`src/verilog/csbe_pkg.sv`:
```
`default_nettype none
package csbe_pkg;
    // Instruction kinds handled by the block
    typedef enum logic [2:0] {
        OP_NONE,
        OP_COMPARE_SKIP_EQUAL,
        OP_COMPARE_IMMEDIATE,
        OP_SKIP_REG_BIT_CLEAR,
        OP_SKIP_IO_BIT_CLEAR,
        OP_BRANCH_FLAG_SET,
        OP_BRANCH_FLAG_CLEAR
    } csbe_op_type;

    // Status register field positions
    localparam int FLAG_C = 0;
    localparam int FLAG_Z = 1;
    localparam int FLAG_N = 2;
    localparam int FLAG_V = 3;
    localparam int FLAG_H = 5;

    // Flags written by the immediate compare
    localparam logic [7:0] CMP_FLAG_MASK = 8'h2f;

    // Program counter steps in words
    localparam logic [1:0] PC_STEP_NORMAL   = 2'h1;
    localparam logic [1:0] PC_SKIP_ONE_WORD = 2'h2;
    localparam logic [1:0] PC_SKIP_TWO_WORD = 2'h3;

    // Reset values
    localparam logic [7:0] STATUS_RESET = 8'h00;
endpackage : csbe_pkg
`default_nettype wire

```
`src/verilog/csbe_alu_if.sv`:
```
`timescale 1ns/1ps
`default_nettype none
interface csbe_alu_if;
    logic [7:0] lhs;
    logic [7:0] rhs;
    logic       equal;
    logic       c_flag;
    logic       z_flag;
    logic       n_flag;
    logic       v_flag;
    logic       h_flag;

    modport alu  (input lhs, input rhs,
                  output equal, output c_flag, output z_flag,
                  output n_flag, output v_flag, output h_flag);
    modport user (output lhs, output rhs,
                  input equal, input c_flag, input z_flag,
                  input n_flag, input v_flag, input h_flag);
endinterface : csbe_alu_if
`default_nettype wire

```
`src/verilog/csbe_cmp_alu.sv`:
```
`timescale 1ns/1ps
`default_nettype none
module csbe_cmp_alu (
    csbe_alu_if.alu port_b
);
    // ****************************************
    // Subtraction without storing the result
    // ****************************************
    wire [7:0] diff;
    wire [7:0] a;
    wire [7:0] b;

    assign a    = port_b.lhs;
    assign b    = port_b.rhs;
    assign diff = a - b;

    assign port_b.equal  = (a == b);
    assign port_b.z_flag = (diff == 8'h00);
    assign port_b.n_flag = diff[7];
    assign port_b.v_flag = (a[7] & ~b[7] & ~diff[7]) | (~a[7] & b[7] & diff[7]);
    assign port_b.c_flag = (~a[7] & b[7]) | (b[7] & diff[7]) | (diff[7] & ~a[7]);
    assign port_b.h_flag = (~a[3] & b[3]) | (b[3] & diff[3]) | (diff[3] & ~a[3]);
endmodule : csbe_cmp_alu
`default_nettype wire

```
`src/verilog/csbe_exec.sv`:
```
`timescale 1ns/1ps
`default_nettype none
module csbe_exec #(
    parameter int PC_W  = 16,
    parameter int OFS_W = 7
) (
    input  wire logic                core_clk_i,
    input  wire logic                reset_n_i,
    input  wire logic                exec_valid_i,
    input  wire csbe_pkg::csbe_op_type op_i,
    input  wire logic [PC_W-1:0]     pc_i,
    input  wire logic [7:0]          reg_d_i,
    input  wire logic [7:0]          reg_r_i,
    input  wire logic [7:0]          imm_i,
    input  wire logic [7:0]          io_value_i,
    input  wire logic [2:0]          bit_sel_i,
    input  wire logic [OFS_W-1:0]    offset_i,
    input  wire logic [7:0]          status_register_i,
    input  wire logic                next_two_word_i,
    output logic                     done_o,
    output logic [PC_W-1:0]          pc_next_o,
    output logic                     taken_o,
    output logic [7:0]               status_register_o,
    output logic                     status_we_o
);
    // ****************************************
    // Compare unit
    // ****************************************
    csbe_alu_if alu_bus ();

    csbe_cmp_alu u_alu (
        .port_b (alu_bus)
    );

    // ****************************************
    // Decode
    // ****************************************
    wire is_cse  = (op_i == csbe_pkg::OP_COMPARE_SKIP_EQUAL);
    wire is_cmpi = (op_i == csbe_pkg::OP_COMPARE_IMMEDIATE);
    wire is_rbit = (op_i == csbe_pkg::OP_SKIP_REG_BIT_CLEAR);
    wire is_sio  = (op_i == csbe_pkg::OP_SKIP_IO_BIT_CLEAR);
    wire is_bset = (op_i == csbe_pkg::OP_BRANCH_FLAG_SET);
    wire is_bclr = (op_i == csbe_pkg::OP_BRANCH_FLAG_CLEAR);

    assign alu_bus.lhs = reg_d_i;
    assign alu_bus.rhs = is_cmpi ? imm_i : reg_r_i;

    wire sel_reg_bit  = reg_r_i[bit_sel_i];
    wire sel_io_bit   = io_value_i[bit_sel_i];
    wire sel_flag_bit = status_register_i[bit_sel_i];

    wire skip_cse  = is_cse & alu_bus.equal;
    wire skip_rbit = is_rbit & ~sel_reg_bit;
    wire skip_sio  = is_sio & ~sel_io_bit;
    wire skip_any  = skip_cse | skip_rbit | skip_sio;

    wire br_set = is_bset & sel_flag_bit;
    wire br_clr = is_bclr & ~sel_flag_bit;
    wire br_any = br_set | br_clr;

    // ****************************************
    // Step and target
    // ****************************************
    // skip step size
    wire [1:0] skip_step = next_two_word_i ? csbe_pkg::PC_SKIP_TWO_WORD
                                          : csbe_pkg::PC_SKIP_ONE_WORD;
    wire [1:0] pc_step   = skip_any ? skip_step : csbe_pkg::PC_STEP_NORMAL;

    wire [PC_W-1:0] ofs_ext   = PC_W'($signed(offset_i));
    wire [PC_W-1:0] br_target = pc_i + ofs_ext + PC_W'(1);
    wire [PC_W-1:0] seq_next  = pc_i + PC_W'(pc_step);

    // ****************************************
    // Status update
    // ****************************************
    // compare immediate flags
    wire [7:0] cmp_flags = {2'h0, alu_bus.h_flag, 1'b0, alu_bus.v_flag,
                            alu_bus.n_flag, alu_bus.z_flag, alu_bus.c_flag};
    wire [7:0] status_new = (status_register_i & ~csbe_pkg::CMP_FLAG_MASK)
                          | (cmp_flags & csbe_pkg::CMP_FLAG_MASK);

    // ****************************************
    // Result registers
    // ****************************************
    logic            done_d;
    logic            done_q;
    logic [PC_W-1:0] pc_d;
    logic [PC_W-1:0] pc_q;
    logic            taken_d;
    logic            taken_q;
    logic [7:0]      st_d;
    logic [7:0]      st_q;
    logic            we_d;
    logic            we_q;

    assign done_d  = exec_valid_i & (op_i != csbe_pkg::OP_NONE);
    assign pc_d    = br_any ? br_target : seq_next;
    assign taken_d = done_d & (br_any | skip_any);
    assign we_d    = done_d & is_cmpi;
    assign st_d    = is_cmpi ? status_new : status_register_i;

    always_ff @(posedge core_clk_i) begin
        if (!reset_n_i) begin
            done_q  <= 1'b0;
            pc_q    <= '0;
            taken_q <= 1'b0;
            st_q    <= csbe_pkg::STATUS_RESET;
            we_q    <= 1'b0;
        end else begin
            done_q  <= done_d;
            pc_q    <= pc_d;
            taken_q <= taken_d;
            st_q    <= st_d;
            we_q    <= we_d;
        end
    end

    assign done_o            = done_q;
    assign pc_next_o         = pc_q;
    assign taken_o           = taken_q;
    assign status_register_o = st_q;
    assign status_we_o       = we_q;
endmodule : csbe_exec
`default_nettype wire

```
`config.mk`:
```
export PLATFORM = sky130hd
export DESIGN_NAME = csbe_exec
export DESIGN_NICKNAME = d
export VERILOG_FILES = /design/src/verilog/csbe_pkg.sv /design/src/verilog/csbe_alu_if.sv /design/src/verilog/csbe_cmp_alu.sv /design/src/verilog/csbe_exec.sv
export SDC_FILE = /design/constraint.sdc
export NUM_CORES = 1
export LEC_CHECK = 0
export BUFFER_PORTS_ARGS = -buffer_cell sky130_fd_sc_hd__buf_2
export CORE_MARGIN = 2
export CORE_UTILIZATION = 50
export DETAILED_ROUTE_END_ITERATION = 8
export GPL_ROUTABILITY_DRIVEN = 0
export PLACE_DENSITY = 0.89
export SLEW_MARGIN = 0
export SYNTH_ARGS = -nofsm -noshare
export SYNTH_HDL_FRONTEND = slang
export SYNTH_SLANG_ARGS = --single-unit
```
`constraint.sdc`:
```
create_clock -name core_clk_i -period 5.3 [get_ports core_clk_i]
set_input_delay 0.795 -clock core_clk_i [delete_from_list [all_inputs] [get_ports core_clk_i]]
set_output_delay 0.795 -clock core_clk_i [all_outputs]
set_load 0.05 [all_outputs]
```
* Yosys cells after proc, flatten, opt, wreduce, memory -nomap -nowiden
Index checks and enable logic that the tools add are counted.
** Word-level totals
- Register bits :: 27
- Input bits :: 73
- Output and inout port bits :: 27
** Cells by class
- Add/sub/neg operators :: 4
- Magnitude comparators :: 1
- Equality and inequality tests :: 7
- Mux-type cells :: 11
- Bitwise operators :: 34
- Reduce and logical (&&, ||, !) cells :: 2
** Operators by type and width (number)
- $and 1x1->1 :: 17
- $add 16x1->16 const B :: 1
- $add 16x16->16 :: 1
- $add 16x2->16 :: 1
- $mux 16 :: 1
- $mux 8 :: 2
- $bmux 1 s3 :: 3
- $eq 3x3->1 const B :: 3
- $or 1x1->1 :: 9
- $eq 8x8->1 :: 1
- $logic_not 8->1 :: 1
- $or 8x6->8 :: 1
- $sub 8x8->8 :: 1
- $not 1->1 :: 7
- $eq 3x2->1 const B :: 2
- $lt 3x4->1 const B :: 1
- $mux 1 :: 4
- $eq 3x1->1 const B :: 1
- $reduce_bool 3->1 :: 1
- $mux 2 :: 1

* Longest topological paths before layout
Gate-level depths: netlist (run 1).
- Depth in word-level cells :: 9
- Mapped depth :: 19

* By module
A second synthesis (run 1) with hierarchy kept.
** Unflattened totals
- Cells, all modules :: 305
- Area total of the unflattened synthesis :: 2682.6 um^2
** By module, submodules not included
- csbe_exec :: times used 1, cells an instance 248, area an instance 2232.1 um^2, seq. area each 540.5 um^2
- csbe_cmp_alu :: times used 1, cells an instance 57, area an instance 450.4 um^2, seq. area each 0.0 um^2

* Worst setup path after synthesis (run 1)
OpenSTA, ideal clock, no wires.
- Path type :: input-to-reg
- Start :: input port op_i[1]
- End :: register pc_q[13] (netlist: pc_next_o[13])
- Arrival time :: 4.011 ns
- Required time :: 5.197 ns
- Slack :: 1.186 ns
- Stages :: 16
- Path buffers :: 2
- Cell sequence :: clkbuf_1 and2_0 buf_1 mux2i_1 ha_1 nand4_1 o41ai_1 a32o_1 nand2b_1 ha_1 a21o_1 and3_1 nand3_1 nor2_1 xnor2_1 a2111oi_2
** On the way
- Longest elaborated chain between the ends :: 9
** RTL lines
- from (decl) :: RTL line csbe_exec.sv:10 : input wire csbe_pkg::csbe_op_type op_i,
- $eq 3x2->1 :: RTL line csbe_exec.sv:39 : wire is_cmpi = (op_i == csbe_pkg::OP_COMPARE_IMMEDIATE);
- $mux 8 :: RTL line csbe_exec.sv:46 : assign alu_bus.rhs = is_cmpi ? imm_i : reg_r_i;
- $eq 8x8->1 :: RTL line csbe_cmp_alu.sv:17 : assign port_b.equal = (a == b);
- $and 1x1->1 :: RTL line csbe_exec.sv:52 : wire skip_cse = is_cse & alu_bus.equal;
- $or 1x1->1 (2 in a row) :: RTL line csbe_exec.sv:55 : wire skip_any = skip_cse | skip_rbit | skip_sio;
- $mux 2 :: RTL line csbe_exec.sv:67 : wire [1:0] pc_step = skip_any ? skip_step : csbe_pkg::PC_STEP_NORMAL;
- $add 16x2->16 :: RTL line csbe_exec.sv:71 : wire [PC_W-1:0] seq_next = pc_i + PC_W'(pc_step);
- $mux 16 (*) :: RTL line csbe_exec.sv:97 : assign pc_d = br_any ? br_target : seq_next;
- to (signal assigned) :: RTL line csbe_exec.sv:111 : pc_q <= pc_d;
- to (decl) :: RTL line csbe_exec.sv:88 : logic [PC_W-1:0] pc_q;
Mark *: on every way between the ends. The rest lies on a longest branch, timed or not.
A chain may end at the register's enable or synchronous reset.

* Worst setup path after layout (run 1)
- Start :: input port op_i[2]
- End :: register st_q[1] (netlist: status_register_o[1])
** On the way
- Longest elaborated chain between the ends :: 6
** RTL lines
- $eq 3x2->1 (*) :: RTL line csbe_exec.sv:39
- $mux 8 :: RTL line csbe_exec.sv:46
- $sub 8x8->8 :: RTL line csbe_cmp_alu.sv:15 : assign diff = a - b;
- $logic_not 8->1 :: RTL line csbe_cmp_alu.sv:18 : assign port_b.z_flag = (diff == 8'h00);
- $or 8x6->8 :: RTL line csbe_exec.sv:80 : | (cmp_flags & csbe_pkg::CMP_FLAG_MASK);
- $mux 8 (*) :: RTL line csbe_exec.sv:100 : assign st_d = is_cmpi ? status_new : status_register_i;
- to (signal assigned) :: RTL line csbe_exec.sv:107 : st_q <= csbe_pkg::STATUS_RESET;
- to (signal assigned) :: RTL line csbe_exec.sv:113 : st_q <= st_d;
- to (decl) :: RTL line csbe_exec.sv:92 : logic [7:0] st_q;
Marked as above.

==> metrics, run 1 <==
DP Wirelength=5710 um; final WL=6910 um; Final Max Slew Viols=0; final setup fails=0; worst setup path start=op_i[2]; Core Area=5040 um^2; crit path capture=status_register_o[1]$_SDFF_PN0_; largest family of logic cells by synthesized area=compound AO/OA/AOI/OAI gates; sequential share of power=0.341; Worst-path clk slew=0.10 ns; largest net degree at the start of global routing=32; # IOs=100; xor/xnor cell area share of the yosys netlist=0.0818; fin nets=511; Num CTS Buffers=3; Core Rows=26; total power=0.000654 W; Pwr Density=205 nW/um^2; Sw Ratio=0.402; maxcap violations=0; P&R area growth vs syn=23.7%; WP data arrival=4.11 ns; post-route ant nets=0; Worst Tran Pin Value=0.567 ns; Post-synth EDFFs=0; maximum VDD drop=0.000101 V; Leak=1.56 nW; Synth Register Bits=27; syn_area_per_cell=8.35 um^2; mux cell area share after synthesis=0.0837; GR Util All Layers=0.232; Worst Hold Class=primary input to flip-flop; PostCTS Resize Cnt=0; Root Buffer=clkbuf_8; drt initial violations=77; Async S/R FF share, synth=0; Die Wd=75.7 um; Syn Nets=413; cts-stage hold buffer count=0; Final period util=0.738; max frequency=256 MHz; net load switching power=0.000263 W; Worst Path Required=5.50 ns; Synth top area share=0.210; DR vias=2641; count of cell types in the netlist=51; Post-CTS Setup Inserts=0; WS Path Type=primary input to flip-flop; status=complete, no violations; vias in the first global route=2426; Max Root-Sink Buffers=2; Diodes inserted=0; Yosys warnings=0; Comb power frac=0.471; routed length per instance=14.5 um; initial antenna violation count=0; # fillers=440; CP Launch Type=primary input; Synth Area in Adders=0.170; Initial Utilization=0.510; synth top area cells=dfxtp_1 21%, ha_1 13%, mux4_2 5.3%, nand2_1 5.0%, xnor2_1 4.1%; Setup TNS=0 ns; Remaining DRCs=0; cell taking the most area after synthesis=dfxtp_1; drt first pass iters=4; Seq/Total Area, Yosys=0.210; Die Span Y=75.7 um; shortest period the worst path allows=3.91 ns; post-DR vias/cell=5.56; normalized max-slew margin=0.620; Crit Path Max Fanout=14; CTS tree=yes; clock share of power=0.188; cell-internal power=0.000391 W; GR Overflow Total=0; RSZ-0062 raised after global routing=no; most frequent cells in the layout=99 x buf_2, 34 x nand2_1, 27 x ha_1, 27 x dfxtp_1, 25 x nor2_1; share of cells above drive strength 1=0.286; Post-Synth Simple-Gate Area=0.206; leading cell type in the layout, fill and taps excluded=buf_2; CTS sink cnt=27; Mapped Cells=308; first-pass GRT wire length=10200 um; H-tree levels=1; Critical Path Sink Type=flip-flop; port buffer count=99; Final Hold Vio Count=0; die footprint=5730 um^2; Mapped Area=2570 um^2; top_reg_cell synth=dfxtp_1; compound-cell area share of the yosys netlist=0.207
[metrics by stage]
stage	utilization	std cells	area (um^2)	hold slack (ns)	worst slack, ns
finish	0.631	475	3180	0.734	1.39
global route	0.631	475	3180	0.728	1.03
CTS	0.631	475	3180	0.732	1.39
detailed placement	0.621	471	3130	1.02	1.12
global placement	0.621	471	3130	1.02	1.22
floorplan	-	308	2570	0.917	1.19
[per-layer routing]
metal,GRT usage,vias to the layer above,share of wire
met2,0.426,119,0.49
li1,-,1315,-
met3,0.0212,12,0.065
met4,0.0975,0,0.019
met5,0,-,0
met1,0.276,1195,0.42
[state kept, by name, summed over array words and instances (netlist names)]
| signal | cells |
|---|---|
| pc_next_o | 16 |
| status_register_o | 8 |
| done_o | 1 |
| status_we_o | 1 |
| taken_o | 1 |
[kinds of logic (layout without fill, tap and decap cells)]
| group | Yosys count | after routing |
|---|---|---|
| AOI/OAI and AO/OA | 77 | 77 |
| xor gates and xnor gates | 24 | 24 |
| adders and majority gates | 32 | 32 |
| buffers and inverters | 26 | 123 |
| DFF | 27 | 27 |
| muxes | 14 | 14 |
| and+or+nand+nor | 108 | 108 |
[synthesized netlist by cell type (7+ instances only)]
cell type	n
xnor2_1	12
a21o_1	7
dfxtp_1	27
mux2i_1	8
nor2_1	25
xor2_1	12
nand4_1	8
o21ai_0	14
nand3_1	7
nand2_1	34
ha_1	27
o21a_1	7
inv_1	16
a21oi_1	18
a211oi_1	12
[power groups by stage]
| stage | clock, W | sequential (W) | combinational (W) |
|---|---|---|---|
| final | 0.000123 | 0.000223 | 0.000308 |
| after global routing | 0.000135 | 0.000224 | 0.000337 |
| after CTS | 0.000125 | 0.000223 | 0.000306 |
| after detailed placement | 0 | 0.000228 | 0.000305 |
| after global placement | 0 | 0.000228 | 0.000297 |
| after floorplan | 0 | 0.000285 | 0.000159 |
[worst min path at each step]
stage	startpoint	slack [ns]	endpoint	cells past startpoint
global route	status_register_i[6]	0.73	status_register_o[6]$_SDFF_PN0_	2
finish	status_register_i[6]	0.73	status_register_o[6]$_SDFF_PN0_	2
detailed placement	status_register_i[6]	1.02	status_register_o[6]$_SDFF_PN0_	2
global placement	status_register_i[6]	1.02	status_register_o[6]$_SDFF_PN0_	2
CTS	status_register_i[6]	0.73	status_register_o[6]$_SDFF_PN0_	2
floorplan	status_register_i[4]	0.92	status_register_o[4]$_SDFF_PN0_	1
[cell type report]
cell class,count,area [um^2],share of cell area
multi-input combinational,255,1930,0.606
inverter,18,67.6,0.0212
clock buffer,3,41.3,0.0130
clock inverter,1,7.51,0.00236
sequential,27,541,0.170
tap,70,87.6,0.0275
timing repair buffer,101,510,0.160
[critical path, cell delays in order]
cell and delay [ns]:
buf_2 0.14, nor2_1 0.12, and2_0 0.13, buf_4 0.20, nand2_1 0.08, nand2_1 0.10, inv_1 0.05, ha_1 0.28
nor2b_1 0.12, o21a_1 0.13, o21ai_0 0.07, a21boi_0 0.26, o21a_1 0.18, o21a_1 0.12, nor2_1 0.05, fa_1 0.53
nand4_1 0.09, nor4_1 0.27, o2111ai_1 0.21, a21oi_1 0.17
(Power assumes the default switching activity.)
==> run 2, diff against run 1 <==
- clock period: 5.3 -> 3.95 ns (I/O delays scaled with it)
==> metrics, run 2 (synthesis results as in run 1) <==
status=complete, no violations; Final Util=0.635 (+0.00447); share of cells above drive strength 1=0.292 (+0.00525); Die Wd=75.7 um (unchanged); Die Span Y=75.7 um (unchanged); post-route ant nets=0 (unchanged); # IOs=100 (unchanged); net load switching power=0.000353 W (+35%); cell-internal power=0.000527 W (+35%); Final Max Slew Viols=0 (unchanged); die footprint=5730 um^2 (unchanged); Diodes inserted=0 (unchanged); final setup fails=0 (unchanged); Core Rows=26 (unchanged); largest net degree at the start of global routing=20 (-38%); Final period util=0.912; cts-stage hold buffer count=0 (unchanged); final WL=6960 um (+0.75%); Final Hold Vio Count=0 (unchanged); Leak=1.57 nW (+0.96%); Post-CTS Setup Inserts=0 (unchanged); normalized max-slew margin=0.583 (-0.0366); Num CTS Buffers=3 (unchanged); Comb power frac=0.475 (+0.004); Core Area=5040 um^2 (unchanged); DR vias=2728 (+3.3%); max frequency=278 MHz; GR Overflow Total=0 (unchanged); fin nets=514 (+0.59%); Initial Utilization=0.510 (unchanged); first-pass GRT wire length=10800 um (+5.5%); vias in the first global route=2503 (+3.2%); sequential share of power=0.340 (about the same); drt initial violations=106 (+38%); Max Root-Sink Buffers=2 (unchanged); number of flip-flops under the largest register name=16 (unchanged); RSZ-0062 raised after global routing=no; initial antenna violation count=0 (unchanged); shortest period the worst path allows=3.60 ns; GR Util All Layers=0.243 (+0.0108); P&R area growth vs syn=24.6%; Worst Hold Class=primary input to flip-flop; Worst-path clk slew=0.10 ns (about the same); Setup TNS=0 ns (unchanged); WP data arrival=3.78 ns (-0.33 ns); PostCTS Resize Cnt=0 (unchanged); port buffer count=99 (unchanged); Root Buffer=clkbuf_8; Pwr Density=275 nW/um^2 (+34%); routed length per instance=14.6 um (+0.12%); WS Path Type=primary input to flip-flop; Remaining DRCs=0 (unchanged); H-tree levels=1 (unchanged); CTS tree=yes; CTS sink cnt=27 (unchanged); hold depth=2 (unchanged); maximum VDD drop=0.000139 V (+38%); post-DR vias/cell=5.71 (+2.6%); leading cell type in the layout, fill and taps excluded=buf_2; most frequent cells in the layout=99 x buf_2, 34 x nand2_1, 27 x ha_1, 27 x dfxtp_1, 25 x nor2_1; DP Wirelength=5880 um (+3.1%); Hold Startpoint=status_register_i[6]; Sw Ratio=0.402 (-0.000535); Worst Tran Pin Value=0.623 ns (+0.0565 ns); WHS=0.527 ns (-0.207 ns); clock share of power=0.185 (-0.003); Hold Crit Endpoint=status_register_o[6]$_SDFF_PN0_; Crit Path Max Fanout=8 (-6); drt first pass iters=4 (unchanged); CP Launch Type=primary input; maxcap violations=0 (unchanged); Critical Path Sink Type=flip-flop; Worst Path Required=4.13 ns (-1.37 ns)
-- run 2: stage by stage --
stage                     setup WS (ns)  cells  area (um^2)  power (W)
after global routing            0.00141    478         3200   0.000940
after detailed placement         0.0666    474         3160   0.000720
after CTS                         0.359    478         3200   0.000884
final                             0.347    478         3200   0.000880
after floorplan                  0.0384    308         2570   0.000595
after global placement            0.201    474         3160   0.000709
-- run 2: power groups by stage --
stage / Combinational [W] / Sequential, W / Clock [W]
after detailed placement: 0.000414 / 0.000306 / 0
after CTS: 0.000416 / 0.000299 / 0.000169
after global placement: 0.000403 / 0.000306 / 0
after floorplan: 0.000213 / 0.000382 / 0
final: 0.000418 / 0.000299 / 0.000163
after global routing: 0.000457 / 0.000302 / 0.000181
-- run 2: layer usage --
metal | up-vias | routed length (um) | global-route usage
li1 | 1326 | - | -
met1 | 1238 | 2670 | 0.278
met2 | 149 | 3520 | 0.454
met3 | 15 | 606 | 0.0251
met4 | 0 | 160 | 0.107
met5 | - | 0 | 0
-- run 2: worst max-delay path by stage --
stage,startpoint,slack (ns),cells after the start,to
after global routing,op_i[0],0.001,17,pc_next_o[13]$_SDFF_PN0_
final,op_i[0],0.35,17,pc_next_o[13]$_SDFF_PN0_
after CTS,op_i[0],0.36,17,pc_next_o[13]$_SDFF_PN0_
after floorplan,op_i[1],0.04,16,pc_next_o[13]$_SDFF_PN0_
after global placement,op_i[0],0.20,19,pc_next_o[13]$_SDFF_PN0_
after detailed placement,op_i[0],0.07,17,pc_next_o[13]$_SDFF_PN0_
-- run 2: area by class of cell --
| type | count | area, um^2 |
|---|---|---|
| Clock buffer | 3 | 41.3 |
| Clock inverter | 1 | 7.51 |
| Fill cell | 415 | 1840 |
| Inverter | 18 | 67.6 |
| Multi-Input combinational cell | 255 | 1930 |
| Sequential cell | 27 | 541 |
| Tap cell | 70 | 87.6 |
| Timing Repair Buffer | 104 | 533 |
-- run 2: critical path, cell delays in order --
cell	delay, ns
buf_2	0.11
nor2_1	0.12
and2_0	0.13
buf_4	0.17
mux2i_1	0.09
ha_1	0.37
nand4_1	0.12
o41ai_1	0.31
a32o_1	0.28
nand2b_1	0.09
ha_1	0.21
a21o_1	0.20
and3_1	0.19
nand3_1	0.19
nor2_1	0.09
xnor2_1	0.15
a2111oi_2	0.34
